**src/bsmb_pkg.sv**
```systemverilog
// package for the bridge secondary status and memory window block
// assumes a 16-bit configuration word port with byte-lane enables
`default_nettype none

package bsmb_pkg;

  // configuration port shape
  localparam int unsigned CFG_ADDR_W = 8;
  localparam int unsigned CFG_DATA_W = 16;
  localparam int unsigned CFG_BE_W   = 2;

  // register byte offsets, each register is one 16-bit word
  localparam logic [7:0] OFF_DOWNSTREAM_ERROR_STATUS = 8'h1E;
  localparam logic [7:0] OFF_MEM_WINDOW_BASE         = 8'h20;
  localparam logic [7:0] OFF_MEM_WINDOW_LIMIT        = 8'h22;

  // downstream_error_status field positions
  localparam int unsigned SEC_DETECTED_PERR_BIT = 15;
  localparam int unsigned SIGNALED_TA_BIT       = 11;
  localparam int unsigned SELECT_TIMING_HI      = 10;
  localparam int unsigned SELECT_TIMING_LO      = 9;
  localparam int unsigned SEC_MASTER_PERR_BIT   = 8;
  localparam int unsigned FAST_B2B_BIT          = 7;
  localparam int unsigned HIGH_SPEED_BIT        = 5;

  // memory window fields: register bits 15:4 carry address bits 31:20
  localparam int unsigned WIN_FIELD_W   = 12;
  localparam int unsigned WIN_FIELD_LSB = 4;
  localparam int unsigned WIN_ADDR_LSB  = 20;

  // decode fill for the unimplemented low address bits
  localparam logic [19:0] WIN_BASE_FILL  = 20'h00000;
  localparam logic [19:0] WIN_LIMIT_FILL = 20'hFFFFF;

  // reset values
  localparam logic [11:0] WIN_FIELD_RST = 12'h000;
  localparam logic        FLAG_RST      = 1'b0;

  // hardwired read values
  localparam logic [1:0] SELECT_TIMING_VAL = 2'h0;
  localparam logic       FAST_B2B_VAL      = 1'b0;
  localparam logic       HIGH_SPEED_VAL    = 1'b0;
  localparam logic [3:0] WIN_LOW_NIBBLE    = 4'h0;

endpackage

`default_nettype wire

```
**src/bsmb_window_dec.sv**
```systemverilog
// address window comparator for the non-prefetchable memory window
// assumes base and limit fields are stable register outputs
`default_nettype none

module bsmb_window_dec (
  // programmed window fields, address bits 31:20
  input  wire logic [11:0] i_base,
  input  wire logic [11:0] i_limit,
  // access under decode
  input  wire logic [31:0] i_addr,
  // window hit, combinational
  output logic             o_hit
);
  import bsmb_pkg::*;

  logic [31:0] base_full;
  logic [31:0] limit_full;

  // expand fields; base starts on a 1 MB boundary, limit ends just below one
  assign base_full  = {i_base, WIN_BASE_FILL};
  assign limit_full = {i_limit, WIN_LIMIT_FILL};

  // inclusive compare at both ends; overlap with other windows is not checked
  assign o_hit = (i_addr >= base_full) && (i_addr <= limit_full);

endmodule

`default_nettype wire

```
**src/bsmb_bridge_regs.sv**
```systemverilog
// secondary status word, parity logging and memory window decode
// assumes event inputs are one-cycle pulses synchronous to I_MCLK
`default_nettype none

module bsmb_bridge_regs (
  // clock and reset
  input  wire logic                              I_MCLK,
  input  wire logic                              I_RESETN,
  // configuration word port
  input  wire logic [bsmb_pkg::CFG_ADDR_W-1:0]   I_CFG_ADDR,
  input  wire logic                              I_CFG_WR,
  input  wire logic                              I_CFG_RD,
  input  wire logic [bsmb_pkg::CFG_BE_W-1:0]     I_CFG_BE,
  input  wire logic [bsmb_pkg::CFG_DATA_W-1:0]   I_CFG_WDATA,
  output logic      [bsmb_pkg::CFG_DATA_W-1:0]   O_CFG_RDATA,
  output logic                                   O_CFG_RVALID,
  // bridge control and primary state
  input  wire logic                              I_PARITY_ERROR_RESPONSE_ENABLE,
  input  wire logic                              I_PRIMARY_RECEIVED_TARGET_ABORT,
  // port events, one-cycle pulses
  input  wire logic                              I_CA_CPL_SENT,
  input  wire logic                              I_IB_POSTED_POISONED,
  input  wire logic                              I_IB_CPL_POISONED,
  input  wire logic                              I_TX_WRITE_POISONED,
  input  wire logic                              I_OB_POSTED_PERR,
  input  wire logic                              I_OB_CPL_PERR,
  // primary status parity flags, cleared by their owner
  input  wire logic                              I_PRI_DPE_CLR,
  input  wire logic                              I_PRI_MDPE_CLR,
  output logic                                   O_PRI_DETECTED_PARITY_ERROR,
  output logic                                   O_PRI_MASTER_DATA_PARITY_ERROR,
  // memory access decode
  input  wire logic                              I_MEM_VALID,
  input  wire logic                              I_MEM_NONPREF,
  input  wire logic [31:0]                       I_MEM_ADDR,
  output logic                                   O_ROUTE_TO_PORT
);
  import bsmb_pkg::*;

  ////////////////////////////////////////////////////////////////////////////
  // declarations

  logic        secondary_detected_parity_error_reg;
  logic        sta_reg;
  logic        smdpe_reg;
  logic        pri_dpe_reg;
  logic        pri_mdpe_reg;
  logic [11:0] base_reg;
  logic [11:0] limit_reg;
  logic [15:0] rdata_next;
  logic        rd_sec_reg;
  logic        rd_win_reg;
  logic        win_hit;
  logic        wr_sec;
  logic        wr_base;
  logic        wr_limit;
  logic        sta_set;
  logic        smdpe_set;
  logic        secondary_detected_parity_error_set;
  logic [15:0] sec_status_word;

  // word match on the upper address bits; bit 0 is ignored, the byte enables select the lane
  function automatic logic hits_word(input logic [7:0] addr, input logic [7:0] off);
    hits_word = (addr[7:1] == off[7:1]);
  endfunction

  ////////////////////////////////////////////////////////////////////////////
  // access decode and event terms

  // write selects per register
  assign wr_sec   = I_CFG_WR && hits_word(I_CFG_ADDR, OFF_DOWNSTREAM_ERROR_STATUS);
  assign wr_base  = I_CFG_WR && hits_word(I_CFG_ADDR, OFF_MEM_WINDOW_BASE);
  assign wr_limit = I_CFG_WR && hits_word(I_CFG_ADDR, OFF_MEM_WINDOW_LIMIT);

  // only completions passed down from the primary side can signal an abort
  assign sta_set   = I_CA_CPL_SENT && I_PRIMARY_RECEIVED_TARGET_ABORT;
  // master parity logs inbound completions and own poisoned writes, gated
  assign smdpe_set = I_PARITY_ERROR_RESPONSE_ENABLE &&
                     (I_IB_CPL_POISONED || I_TX_WRITE_POISONED);
  // detected parity logs every inbound poisoned packet, never gated
  assign secondary_detected_parity_error_set  = I_IB_POSTED_POISONED || I_IB_CPL_POISONED;

  ////////////////////////////////////////////////////////////////////////////
  // sticky status flags, set wins over a same-cycle clear

  // detected parity error
  always_ff @(posedge I_MCLK) begin
    if (!I_RESETN) begin
      secondary_detected_parity_error_reg <= FLAG_RST;
    end else if (secondary_detected_parity_error_set) begin
      secondary_detected_parity_error_reg <= 1'b1;
    end else if (wr_sec && I_CFG_BE[1] && I_CFG_WDATA[SEC_DETECTED_PERR_BIT]) begin
      secondary_detected_parity_error_reg <= 1'b0;
    end
  end

  // signaled target abort
  always_ff @(posedge I_MCLK) begin
    if (!I_RESETN) begin
      sta_reg <= FLAG_RST;
    end else if (sta_set) begin
      sta_reg <= 1'b1;
    end else if (wr_sec && I_CFG_BE[1] && I_CFG_WDATA[SIGNALED_TA_BIT]) begin
      sta_reg <= 1'b0;
    end
  end

  // secondary master data parity error
  always_ff @(posedge I_MCLK) begin
    if (!I_RESETN) begin
      smdpe_reg <= FLAG_RST;
    end else if (smdpe_set) begin
      smdpe_reg <= 1'b1;
    end else if (wr_sec && I_CFG_BE[1] && I_CFG_WDATA[SEC_MASTER_PERR_BIT]) begin
      smdpe_reg <= 1'b0;
    end
  end

  ////////////////////////////////////////////////////////////////////////////
  // primary side parity logging

  // detected parity covers both outbound kinds, so it is a superset here
  always_ff @(posedge I_MCLK) begin
    if (!I_RESETN) begin
      pri_dpe_reg <= FLAG_RST;
    end else if (I_OB_POSTED_PERR || I_OB_CPL_PERR) begin
      pri_dpe_reg <= 1'b1;
    end else if (I_PRI_DPE_CLR) begin
      pri_dpe_reg <= 1'b0;
    end
  end

  // master parity logs outbound completions only
  always_ff @(posedge I_MCLK) begin
    if (!I_RESETN) begin
      pri_mdpe_reg <= FLAG_RST;
    end else if (I_OB_CPL_PERR) begin
      pri_mdpe_reg <= 1'b1;
    end else if (I_PRI_MDPE_CLR) begin
      pri_mdpe_reg <= 1'b0;
    end
  end

  assign O_PRI_DETECTED_PARITY_ERROR    = pri_dpe_reg;
  assign O_PRI_MASTER_DATA_PARITY_ERROR = pri_mdpe_reg;

  ////////////////////////////////////////////////////////////////////////////
  // memory window fields

  // base field, upper lane holds address bits 31:24, lower lane 23:20
  always_ff @(posedge I_MCLK) begin
    if (!I_RESETN) begin
      base_reg <= WIN_FIELD_RST;
    end else if (wr_base) begin
      if (I_CFG_BE[1]) begin
        base_reg[11:4] <= I_CFG_WDATA[15:8];
      end
      if (I_CFG_BE[0]) begin
        base_reg[3:0] <= I_CFG_WDATA[7:4];
      end
    end
  end

  // limit field, same layout as the base
  always_ff @(posedge I_MCLK) begin
    if (!I_RESETN) begin
      limit_reg <= WIN_FIELD_RST;
    end else if (wr_limit) begin
      if (I_CFG_BE[1]) begin
        limit_reg[11:4] <= I_CFG_WDATA[15:8];
      end
      if (I_CFG_BE[0]) begin
        limit_reg[3:0] <= I_CFG_WDATA[7:4];
      end
    end
  end

  ////////////////////////////////////////////////////////////////////////////
  // read path

  // hardwired and reserved bits are constants, so writes cannot reach them
  always_comb begin
    sec_status_word = 16'h0000;
    sec_status_word[SEC_DETECTED_PERR_BIT] = secondary_detected_parity_error_reg;
    sec_status_word[SIGNALED_TA_BIT] = sta_reg;
    sec_status_word[SELECT_TIMING_HI:SELECT_TIMING_LO] = SELECT_TIMING_VAL;
    sec_status_word[SEC_MASTER_PERR_BIT] = smdpe_reg;
    sec_status_word[FAST_B2B_BIT] = FAST_B2B_VAL;
    sec_status_word[HIGH_SPEED_BIT] = HIGH_SPEED_VAL;
  end

  // word select, unmapped offsets read zero
  always_comb begin
    rdata_next = 16'h0000;
    if (hits_word(I_CFG_ADDR, OFF_DOWNSTREAM_ERROR_STATUS)) begin
      rdata_next = sec_status_word;
    end else if (hits_word(I_CFG_ADDR, OFF_MEM_WINDOW_BASE)) begin
      rdata_next = {base_reg, WIN_LOW_NIBBLE};
    end else if (hits_word(I_CFG_ADDR, OFF_MEM_WINDOW_LIMIT)) begin
      rdata_next = {limit_reg, WIN_LOW_NIBBLE};
    end
  end

  // registered read data, one cycle after the read strobe
  always_ff @(posedge I_MCLK) begin
    if (!I_RESETN) begin
      O_CFG_RDATA  <= 16'h0000;
      O_CFG_RVALID <= 1'b0;
    end else begin
      O_CFG_RVALID <= I_CFG_RD;
      if (I_CFG_RD) begin
        O_CFG_RDATA <= rdata_next;
      end
    end
  end

  // marks which word a read in the previous cycle targeted, cleared in a cycle after no read
  always_ff @(posedge I_MCLK) begin
    if (!I_RESETN) begin
      rd_sec_reg <= 1'b0;
      rd_win_reg <= 1'b0;
    end else begin
      rd_sec_reg <= I_CFG_RD && hits_word(I_CFG_ADDR, OFF_DOWNSTREAM_ERROR_STATUS);
      rd_win_reg <= I_CFG_RD && (hits_word(I_CFG_ADDR, OFF_MEM_WINDOW_BASE) ||
                                 hits_word(I_CFG_ADDR, OFF_MEM_WINDOW_LIMIT));
    end
  end

  ////////////////////////////////////////////////////////////////////////////
  // downstream decode

  bsmb_window_dec u_dec (
    .i_base  (base_reg),
    .i_limit (limit_reg),
    .i_addr  (I_MEM_ADDR),
    .o_hit   (win_hit)
  );

  // registered routing; an empty window (base above limit) never hits
  always_ff @(posedge I_MCLK) begin
    if (!I_RESETN) begin
      O_ROUTE_TO_PORT <= 1'b0;
    end else begin
      O_ROUTE_TO_PORT <= I_MEM_VALID && I_MEM_NONPREF && win_hit;
    end
  end
endmodule

`default_nettype wire

```
**config.mk**
```make
export PLATFORM = sky130hd
export DESIGN_NAME = bsmb_bridge_regs
export DESIGN_NICKNAME = d
export VERILOG_FILES = /design/src/bsmb_pkg.sv /design/src/bsmb_window_dec.sv /design/src/bsmb_bridge_regs.sv
export SDC_FILE = /design/constraint.sdc
export NUM_CORES = 1
export LEC_CHECK = 0
export ABC_AREA = 0
export BUFFER_PORTS_ARGS = -buffer_cell sky130_fd_sc_hd__clkbuf_2
export CELL_PAD_IN_SITES_DETAIL_PLACEMENT = 1
export CELL_PAD_IN_SITES_GLOBAL_PLACEMENT = 2
export CORE_MARGIN = 2
export CORE_UTILIZATION = 30
export DETAILED_ROUTE_END_ITERATION = 10
export PLACE_DENSITY_LB_ADDON = 0.1
export SYNTH_ARGS = -nofsm -noshare
export SYNTH_HDL_FRONTEND = slang
export SYNTH_SLANG_ARGS = --single-unit
```
**constraint.sdc**
```tcl
create_clock -name I_MCLK -period 3.32 [get_ports I_MCLK]
set_clock_uncertainty 0.15 [all_clocks]
set_input_delay 0 -clock I_MCLK [delete_from_list [all_inputs] [get_ports I_MCLK]]
set_output_delay 0 -clock I_MCLK [all_outputs]
set_load 0.02 [all_outputs]
```
==> results of run 1 <==
-- cell usage in the layout (no fill, tap or decap), types with 16 or more instances in the layout --
cell type       n
nor2b_1        29
dfxtp_1        43
dlygate4sd3_1  26
nand2_1        23
inv_1          24
o21ai_0        16
ha_1           24
clkbuf_2       84
mux2i_1        24
-- per-stage QoR --
step	power, mW	hold slack (ns)	worst slack, ns	utilization, %
after global routing	1.087	0.1116	0.5993	41.07
after CTS	1.039	0.08235	0.7663	41.07
after floorplan	0.6088	-0.02618	1.642	-
after global placement	0.6779	0.07001	1.307	36.88
final	1.019	0.07738	0.7821	41.07
after detailed placement	0.6800	0.07528	1.298	36.88
-- logic make-up (layout without fill, tap and decap cells) --
| family | count (synthesis) | in the layout | share of synthesized area (%) |
|---|---|---|---|
| compound gates | 50 | 50 | 12.83 |
| fa+ha+maj | 24 | 24 | 11.79 |
| buf+inv | 41 | 143 | 6.929 |
| flops | 43 | 43 | 33.81 |
| mux | 25 | 25 | 9.877 |
| other cells | 1 | 4 | 0.1473 |
| simple gates | 109 | 109 | 24.62 |
-- power by group through the flow --
stage          sequential, mW  clock, mW  combinational [mW]
2_1_floorplan           0.543          0              0.0659
3_3_place_gp            0.538          0               0.140
3_5_place_dp            0.538          0               0.142
4_1_cts                 0.526      0.346               0.167
5_1_grt                 0.527      0.374               0.186
6_report                0.526      0.329               0.165
-- worst max-delay path, stage by stage, from the launching register on --
cell and delay (ns):
dfxtp_1 0.36, inv_1 0.06, ha_1 0.32, a21oi_1 0.15
o21ai_0 0.16, a221oi_1 0.31, o21ai_0 0.15, a221oi_1 0.26
dlygate4sd3_1 0.58
-- worst max path at each step --
stage	end	cells after the start	slack, ns	startpoint
6_report	O_ROUTE_TO_PORT	8	0.78	limit_reg[3]
5_1_grt	O_ROUTE_TO_PORT	8	0.60	limit_reg[3]
4_1_cts	O_ROUTE_TO_PORT	8	0.77	limit_reg[1]
3_5_place_dp	base_reg[8]	6	1.30	I_CFG_ADDR[2]
3_3_place_gp	base_reg[7]	6	1.31	I_CFG_ADDR[2]
2_1_floorplan	O_ROUTE_TO_PORT	7	1.64	limit_reg[3]
-- per-layer routing --
metal,up-vias,global-route usage (%)
met3,7,2.897
met1,1093,18.86
li1,1227,-
met2,47,30.50
met4,0,3.571
met5,-,0
-- cell type report --
type / instances / area (um2)
clock buffers: 5 / 68.82
clock inverters: 3 / 15.01
fillers: 1011 / 4842
inverters: 24 / 90.09
multi-input cells: 212 / 1520
flip-flops and latches: 43 / 860.8
well taps: 105 / 131.4
repair buffers: 111 / 688.2
==> flow_summary.toml, run 1 <==
[clock_network]
clk_pin_slew_worst_paths_ns = 0.08
root_buffer = "clkbuf_8"
clk_latency_ns = 0.30
hold_buffers = 26
cts_tree = "yes"
post_cts_buffers = 0
cts_made_buffers = 5
cts-htree-levels = 2
cts_sinks = 43
clk_path_buf_depth = 2
cts_resized = 0

[finish]
area_delta_synth_final_pct = 32.53
final_nets = 495
final_cells = 503
drive_above_1_share_pct = 24.12
diodes = 0
fin_area_mm2 = 0.003374

[outcome]
outcome = "finished clean"

[die]
row_count = 33
initial_core_util_pct = 30.99
core-area_mm2 = 0.008217
io_pins = 94
die_w_um = 96.13
design.die.area_mm2 = 0.009240
dieHeight_um = 96.13

[route]
final_antenna_net_count = 0
m1WireLength_mm = 3.142
wl_met3_um = 261
first_iter_violations = 44
viasPerCell = 4.720
num_vias = 2374
wire_per_inst_um = 14.12
top_layer_used = "met4"
wl_met2_mm = 3.628
wl_mm = 7.103
dr.pass1.iters = 4
drcViolationCount = 0

[min_path]
hold_path_depth = 3
min_from = "I_CFG_RD"
min_path_type = "in2reg"
hold_end = "O_CFG_RDATA[7]"

[synthesis]
synth-async-reset-ratio_pct = 0
synth.avg_cell_area_um2 = 8.690
yosysUniqueCellTypes = 33
yosysTopAreaCell = "dfxtp_1"
synthTopCellsByCount = "43 x dfxtp_1, 29 x nor2b_1, 24 x ha_1, 24 x inv_1, 24 x mux2i_1"
seq_area_frac_synth_pct = 33.81
ys.flop_type = "dfxtp_1"
ys_ff_latch = 43
synth_cells = 293
synth_area_mm2 = 0.002546
synth.area.top_cells = "dfxtp_1 34%, ha_1 12%, mux2i_1 9.4%"
yosysMostFrequentCell = "dfxtp_1"
synth_enable_flop_cells = 0
yosys.area.top_type_share_pct = 33.81
synth.yosys.warnings = 0

[place]
gp_congestion = 0.7490
dpl.hpwl_mm = 5.550
placed_cells = 469
placed_cell_area_mm2 = 0.003030
io_buffers = 84

[timing]
rsz0062_at_grt = "false"
post-route-period-util_pct = 76.44
setup_viol = 0
fmax_mhz = 394.0
worst_slew_pin_slew_ns = 0.7592
relSlewSlack_pct = 49.39
setup_tns_ns = 0
maxSlewViolCount = 0
finalHoldViolCount = 0
fin_crit_ns = 2.538

[run]
drv_cap = 0

[worst_setup_path]
cp-start-kind = "register"
cp_max_fo = 3
worstSetupEndpointType = "register"
crit_type = "reg2reg"
r2r_start = "limit_reg[3]"
cp.arrival_ns = 2.63
cp.required_ns = 3.42
ff2ff_path_depth = 8
r2r_slack_ns = 0.78
worstReg2RegEnd = "O_ROUTE_TO_PORT"

[global_routing]
overflow = 0
antenna_found_initial = 0
grt_use_total_pct = 16.20
grt_pass1_vias = 2496
grt_pass1_wl_mm = 11.51
grt_start_max_net_pins = 44

[pwr]
netSwitchingPower_mw = 0.2674
sw_frac_of_total_pct = 26.23
p_leak_nw = 1.428
p_int_mw = 0.7520
clkPwrFrac_pct = 32.2
p_comb_share_pct = 16.2
irDropWorstVdd_mv = 0.1502
p_seq_share_pct = 51.6
cellPowerDensity_mw_per_mm2 = 302.1
No activity file was read; power rests on OpenSTA's default activity.
==> run 2, diff against run 1 <==
--- a/config.mk
+++ b/config.mk
@@ -10,7 +10,7 @@
 export CELL_PAD_IN_SITES_DETAIL_PLACEMENT = 1
 export CELL_PAD_IN_SITES_GLOBAL_PLACEMENT = 2
 export CORE_MARGIN = 2
-export CORE_UTILIZATION = 30
+export CORE_UTILIZATION = 25
 export DETAILED_ROUTE_END_ITERATION = 10
 export PLACE_DENSITY_LB_ADDON = 0.1
 export SYNTH_ARGS = -nofsm -noshare
==> constraint.sdc (replaced) <==
create_clock -name I_MCLK -period 2.3 [get_ports I_MCLK]
set_clock_uncertainty 0.15 [all_clocks]
set_input_delay 0 -clock I_MCLK [delete_from_list [all_inputs] [get_ports I_MCLK]]
set_output_delay 0 -clock I_MCLK [all_outputs]
set_load 0.02 [all_outputs]
==> run 2 against run 1 <==
Against the previous run:
- sequential power rose by 44%
- hold slack worse by 0.081 ns
- the flow now finishes with violations (negative hold slack)
- sequential share of layout area fell by 1.2 points
- clock power grew 46%
- via count rose by 4.4%
- routed wire length up 11%
- cell area up 5.1%
- die area increased by 19%
==> flow_summary.toml, run 2 (synthesis results as in run 1) <==
[clock_network]
clk_path_buf_depth = 2
cts_sinks = 43
clk_latency_ns = 0.29
cts-htree-levels = 2
cts_made_buffers = 5
root_buffer = "clkbuf_8"
clk_pin_slew_worst_paths_ns = 0.08
cts_tree = "yes"

[worst_setup_path]
max_stage_delay_ns = 0.56
cp-start-kind = "primary input"
path_cells = "dlygate4sd3_1 -> clkbuf_2 -> nand4_1 -> dlygate4sd3_1 -> nor2_1 -> dlygate4sd3_1 -> nand3_1 -> a221oi_2"
crit_top_cell = "dlygate4sd3_1"
r2r_slack_ns = 0.32
cp_max_fo = 2
crit_type = "in2reg"
critPathSlowestCell = "dlygate4sd3_1"
worstSetupEndpointType = "register"
cp.arrival_ns = 2.22
cp.required_ns = 2.35

[timing]
post-route-period-util_pct = 93.95
setup_tns_ns = 0
setup_viol = 0
fmax_mhz = 462.8
worst_slew_pin_slew_ns = 0.7772
maxSlewViolCount = 0
fin_crit_ns = 2.161
finalHoldViolCount = 1
timing.hold.ws_ns = -0.003748
rsz0062_at_grt = "false"
relSlewSlack_pct = 48.19

[outcome]
outcome = "finished, violations left"
violations = "negative hold slack"

[route]
dr.pass1.iters = 4
first_iter_violations = 61
wire_per_inst_um = 14.47
num_vias = 2479
viasPerCell = 4.549
drcViolationCount = 0
wl_mm = 7.886
final_antenna_net_count = 0

[die]
die_w_um = 104.9
core-area_mm2 = 0.009819
initial_core_util_pct = 25.93
row_count = 36
io_pins = 94
design.die.area_mm2 = 0.01101
dieHeight_um = 104.9

[global_routing]
grt_pass1_vias = 2629
grt_pass1_wl_mm = 12.88
antenna_found_initial = 0
overflow = 0
grt_start_max_net_pins = 44
grt_use_total_pct = 14.67

[pwr]
cellPowerDensity_mw_per_mm2 = 422.5
irDropWorstVdd_mv = 0.2068
p_leak_nw = 1.478
p_total_mw = 1.498

[finish]
final_nets = 509
drive_above_1_share_pct = 23.79
fill_cells = 1231
layout_common_cells = "84 x clkbuf_2, 43 x dfxtp_1, 37 x dlygate4sd3_1"
final-seq-area_um2 = 860.8
diodes = 0
area_delta_synth_final_pct = 39.26
final_common_cell = "clkbuf_2"
multi_input_area_mm2 = 0.001526

[place]
io_buffers = 84
gp_congestion = 0.7227
dpl.hpwl_mm = 6.006

[run]
drv_cap = 0

[min_path]
min_path_type = "in2reg"
## run 2: cell types whose count changed in the layout (fill, tap and decap cells not counted), sizes merged
| cell | change |
|---|---|
| clkinv | -2 |
| buf | +3 |
| dlygate4sd3 | +11 |
| clkbuf | +2 |
## run 2: routing by layer
layer / wire [um] / vias up / global-route usage, %
met2: 4057 / 45 / 26.81
met3: 208 / 5 / 2.308
met5: 0 / - / 0
met4: 45 / 0 / 2.762
li1: - / 1258 / -
met1: 3574 / 1171 / 18.18
## run 2: layout make-up
class                   count  share of cell area (%)
flip-flops and latches     43                   24.28
repair buffers            125                   23.15
multi-input cells         212                   43.05
well taps                 133                   4.693
clock buffers               7                   2.152
inverters                  24                   2.541
clock inverters             1                  0.1411
## run 2: worst max-delay path, delay by kind of cell
family	cells	cell delay (ns)
buffers and inverters	4	1.74
AOI/OAI and AO/OA	1	0.25
and+or+nand+nor	3	0.23
## run 2: metrics by stage
step                utilization, %  hold WS [ns]  setup WS [ns]  cells  cell area, um2
detailed placement           31.45       0.08046         0.2700    500            3088
global route                 36.11       0.02090       0.001689    545            3546
global placement             31.45       0.07017         0.4059    500            3088
CTS                          36.05      0.004185        0.06157    545            3540
floorplan                        -      -0.02618         0.6219    296            2557
finish                       36.11     -0.003748         0.1392    545            3546
## run 2: timing repair
item                                   in CTS  in global routing
setup buffers                               0                  0
gates resized for setup                     0                  1
endpoints found under the hold margin      30                  0
setup endpoints to repair                   0                  1
hold buffers                               37                  0
## run 2: final timing paths
kind                       start         endpoint  depth (start not counted)
setup reg to reg    limit_reg[3]  O_ROUTE_TO_PORT                          7
hold reg to reg        smdpe_reg        smdpe_reg                          2
setup / recovery   I_MEM_ADDR[5]  O_ROUTE_TO_PORT                          8
hold / removal    I_MEM_ADDR[16]  O_ROUTE_TO_PORT                          5
## run 2: report_power, final
group	switching (mW)	total (mW)	internal, mW
clock	0.267	0.481	0.214
combinational	0.122	0.257	0.135
sequential	0.00525	0.759	0.754
total	0.395	1.50	1.10
==> run 3, diff against run 2 <==
--- a/config.mk
+++ b/config.mk
@@ -5,12 +5,12 @@
 export SDC_FILE = /design/constraint.sdc
 export NUM_CORES = 1
 export LEC_CHECK = 0
-export ABC_AREA = 0
+export ABC_AREA = 1
 export BUFFER_PORTS_ARGS = -buffer_cell sky130_fd_sc_hd__clkbuf_2
 export CELL_PAD_IN_SITES_DETAIL_PLACEMENT = 1
 export CELL_PAD_IN_SITES_GLOBAL_PLACEMENT = 2
 export CORE_MARGIN = 2
-export CORE_UTILIZATION = 25
+export CORE_UTILIZATION = 23
 export DETAILED_ROUTE_END_ITERATION = 10
 export PLACE_DENSITY_LB_ADDON = 0.1
 export SYNTH_ARGS = -nofsm -noshare
==> run 3 against run 2 <==
Against the previous run:
- highest routed layer unchanged
- the flow now finishes without violations
- first-iteration DRC count increased by 25%
- cell count up 27%
- combinational power grew 8.9%
- area after synthesis increased by 8.6%
- synthesized cell count grew 47%
==> flow_summary.toml, run 3 <==
[route]
dr.pass1.iters = 4
wire_per_inst_um = 12.67
num_vias = 2993
drcViolationCount = 0
first_iter_violations = 76
viasPerCell = 4.325
wl_mm = 8.766
final_antenna_net_count = 0

[die]
io_pins = 94
design.die.area_mm2 = 0.01291
dieHeight_um = 113.6
die_w_um = 113.6
initial_core_util_pct = 23.30
core-area_mm2 = 0.01186
row_count = 40

[finish]
multi_input_area_mm2 = 0.001602
layout_common_cells = "121 x nand2_1, 84 x clkbuf_2, 75 x nor2_1"
final_common_cell = "nand2_1"
diodes = 0
area_delta_synth_final_pct = 37.03
drive_above_1_share_pct = 20.18
final-seq-area_um2 = 860.8
fill_cells = 1544
final_nets = 642

[global_routing]
grt_start_max_net_pins = 29
grt_pass1_vias = 3063
grt_use_total_pct = 14.13
grt_pass1_wl_mm = 14.37
overflow = 0
antenna_found_initial = 0

[synthesis]
synth_xor_area_share_pct = 0
yosys.area.top_type_share_pct = 31.15
yosysUniqueCellTypes = 27
synth-async-reset-ratio_pct = 0
yosysTopAreaCell = "dfxtp_1"
seq_area_frac_synth_pct = 31.15
synth.avg_cell_area_um2 = 6.398
synth_area_mm2 = 0.002764
muxShareOfSynthArea_pct = 0
synthAdderAreaFrac_pct = 10.86
ys_ff_latch = 43
yosysMostFrequentCell = "nand2_1"
synthTopCellsByCount = "121 x nand2_1, 75 x nor2_1, 57 x inv_1, 43 x dfxtp_1, 30 x nand3_1"
synth-simple-area-share_pct = 38.75
ys.flop_type = "dfxtp_1"
synth_cells = 432
synth.yosys.warnings = 0
synth_enable_flop_cells = 0
synth.area.top_cells = "dfxtp_1 31%, nand2_1 16%, ha_1 11%"
synth-compound-area-share_pct = 7.786
synth_top_family_by_area = "simple AND/OR/NAND/NOR gates"

[timing]
setup_tns_ns = 0
worst_slew_pin_slew_ns = 0.5812
rsz0062_at_grt = "false"
post-route-period-util_pct = 82.34
timing.hold.ws_ns = 0.02960
fmax_mhz = 528.1
relSlewSlack_pct = 61.21
finalHoldViolCount = 0
fin_crit_ns = 1.894
fin_ws_ns = 0.4063
setup_viol = 0
maxSlewViolCount = 0

[pwr]
p_seq_share_pct = 38.3
sw_frac_of_total_pct = 24.03
p_comb_share_pct = 14.1
clkPwrFrac_pct = 47.6
p_leak_nw = 1.975
netSwitchingPower_mw = 0.4773
irDropWorstVdd_mv = 0.2807
cellPowerDensity_mw_per_mm2 = 524.5
p_int_mw = 1.509
p_total_mw = 1.986

[worst_setup_path]
cp_max_fo = 1
worstSetupEndpointType = "register"
path_cells = "dlygate4sd3_1 -> clkbuf_2 -> o21ai_0 -> dlygate4sd3_1 -> a21oi_1 -> dlygate4sd3_1"
crit_buf_inv = 4
cp.arrival_ns = 1.92
max_stage_delay_ns = 0.57
crit_family = "buffers and inverters"
crit_top_cell = "dlygate4sd3_1"
cp-start-kind = "primary input"
critPathSlowestCell = "dlygate4sd3_1"
crit_type = "in2reg"
cp.required_ns = 2.33
r2r_slack_ns = 0.66

[clock_network]
cts-htree-levels = 2
clk_latency_ns = 0.29
root_buffer = "clkbuf_16"
cts_tree = "yes"
post_cts_buffers = 0
cts_sinks = 43
cts_made_buffers = 5
clk_path_buf_depth = 2
clk_pin_slew_worst_paths_ns = 0.06

[place]
place_ws_ns = 0.5786
gp_congestion = 0.7664
io_buffers = 84
dpl.hpwl_mm = 6.912

[run]
drv_cap = 0

[min_path]
min_path_type = "in2reg"

[outcome]
outcome = "finished clean"
-- run 3: cell types whose count changed after synthesis, sizes merged, moves of 7 or more --
cell | before | now
nand2b | 9 | 0
nor2 | 5 | 80
inv | 24 | 59
a21boi | 11 | 0
nor2b | 29 | 0
nand2 | 23 | 127
a21oi | 8 | 21
mux2i | 24 | 0
nand3 | 13 | 30
nand4 | 13 | 1
nor3 | 2 | 9
-- run 3: power groups by stage --
stage	sequential (mW)	combinational, mW	clock, mW
final	0.761	0.280	0.945
after global routing	0.762	0.320	1.00
after CTS	0.761	0.285	0.969
after detailed placement	0.778	0.246	0
after global placement	0.778	0.240	0
after floorplan	0.784	0.124	0
-- run 3: area by class of cell --
cell class | count | area share [%]
flip-flops and latches | 43 | 22.73
clock inverters | 2 | 1.586
multi-input cells | 319 | 42.29
repair buffers | 116 | 19.29
inverters | 59 | 5.847
clock buffers | 6 | 3.403
well taps | 147 | 4.856
-- run 3: cells by family after synthesis --
kind of cell               count (synthesis)
AOI/OAI and AO/OA                         41
adders and majority gates                 24
other                                      1
and+or+nand+nor                          250
buffers and inverters                     73
DFF                                       43
-- run 3: metrics by stage --
| stage | util, % | area [um2] | instances |
|---|---|---|---|
| 6_report | 31.93 | 3787 | 692 |
| 2_1_floorplan | - | 2775 | 435 |
| 3_3_place_gp | 27.97 | 3318 | 656 |
| 4_1_cts | 31.93 | 3787 | 692 |
| 5_1_grt | 31.93 | 3787 | 692 |
| 3_5_place_dp | 27.97 | 3318 | 656 |
-- run 3: routing by layer --
layer | routed length, um | GRT usage [%]
met5 | 0 | 0
met4 | 87 | 3.659
met3 | 310 | 2.657
met2 | 4531 | 25.87
met1 | 3837 | 16.96
-- run 3: timing repair --
action                    CTS  global route
gates resized for setup     0             0
hold buffers               28             0
hold endpoints to repair   34             0
-- run 3: worst paths after layout --
check                                      start               to  cells past startpoint
hold reg to reg                   O_CFG_RDATA[6]   O_CFG_RDATA[6]                      2
setup reg to reg                    limit_reg[7]  O_ROUTE_TO_PORT                     11
setup / recovery  I_PARITY_ERROR_RESPONSE_ENABLE        smdpe_reg                      6
hold / removal                    I_MEM_ADDR[19]  O_ROUTE_TO_PORT                      8
-- run 3: worst min-delay path: cells and delay by family --
kind,cells,cell delay [ns]
AND/OR/NAND/NOR,7,0.34
buffers and inverters,1,0.09
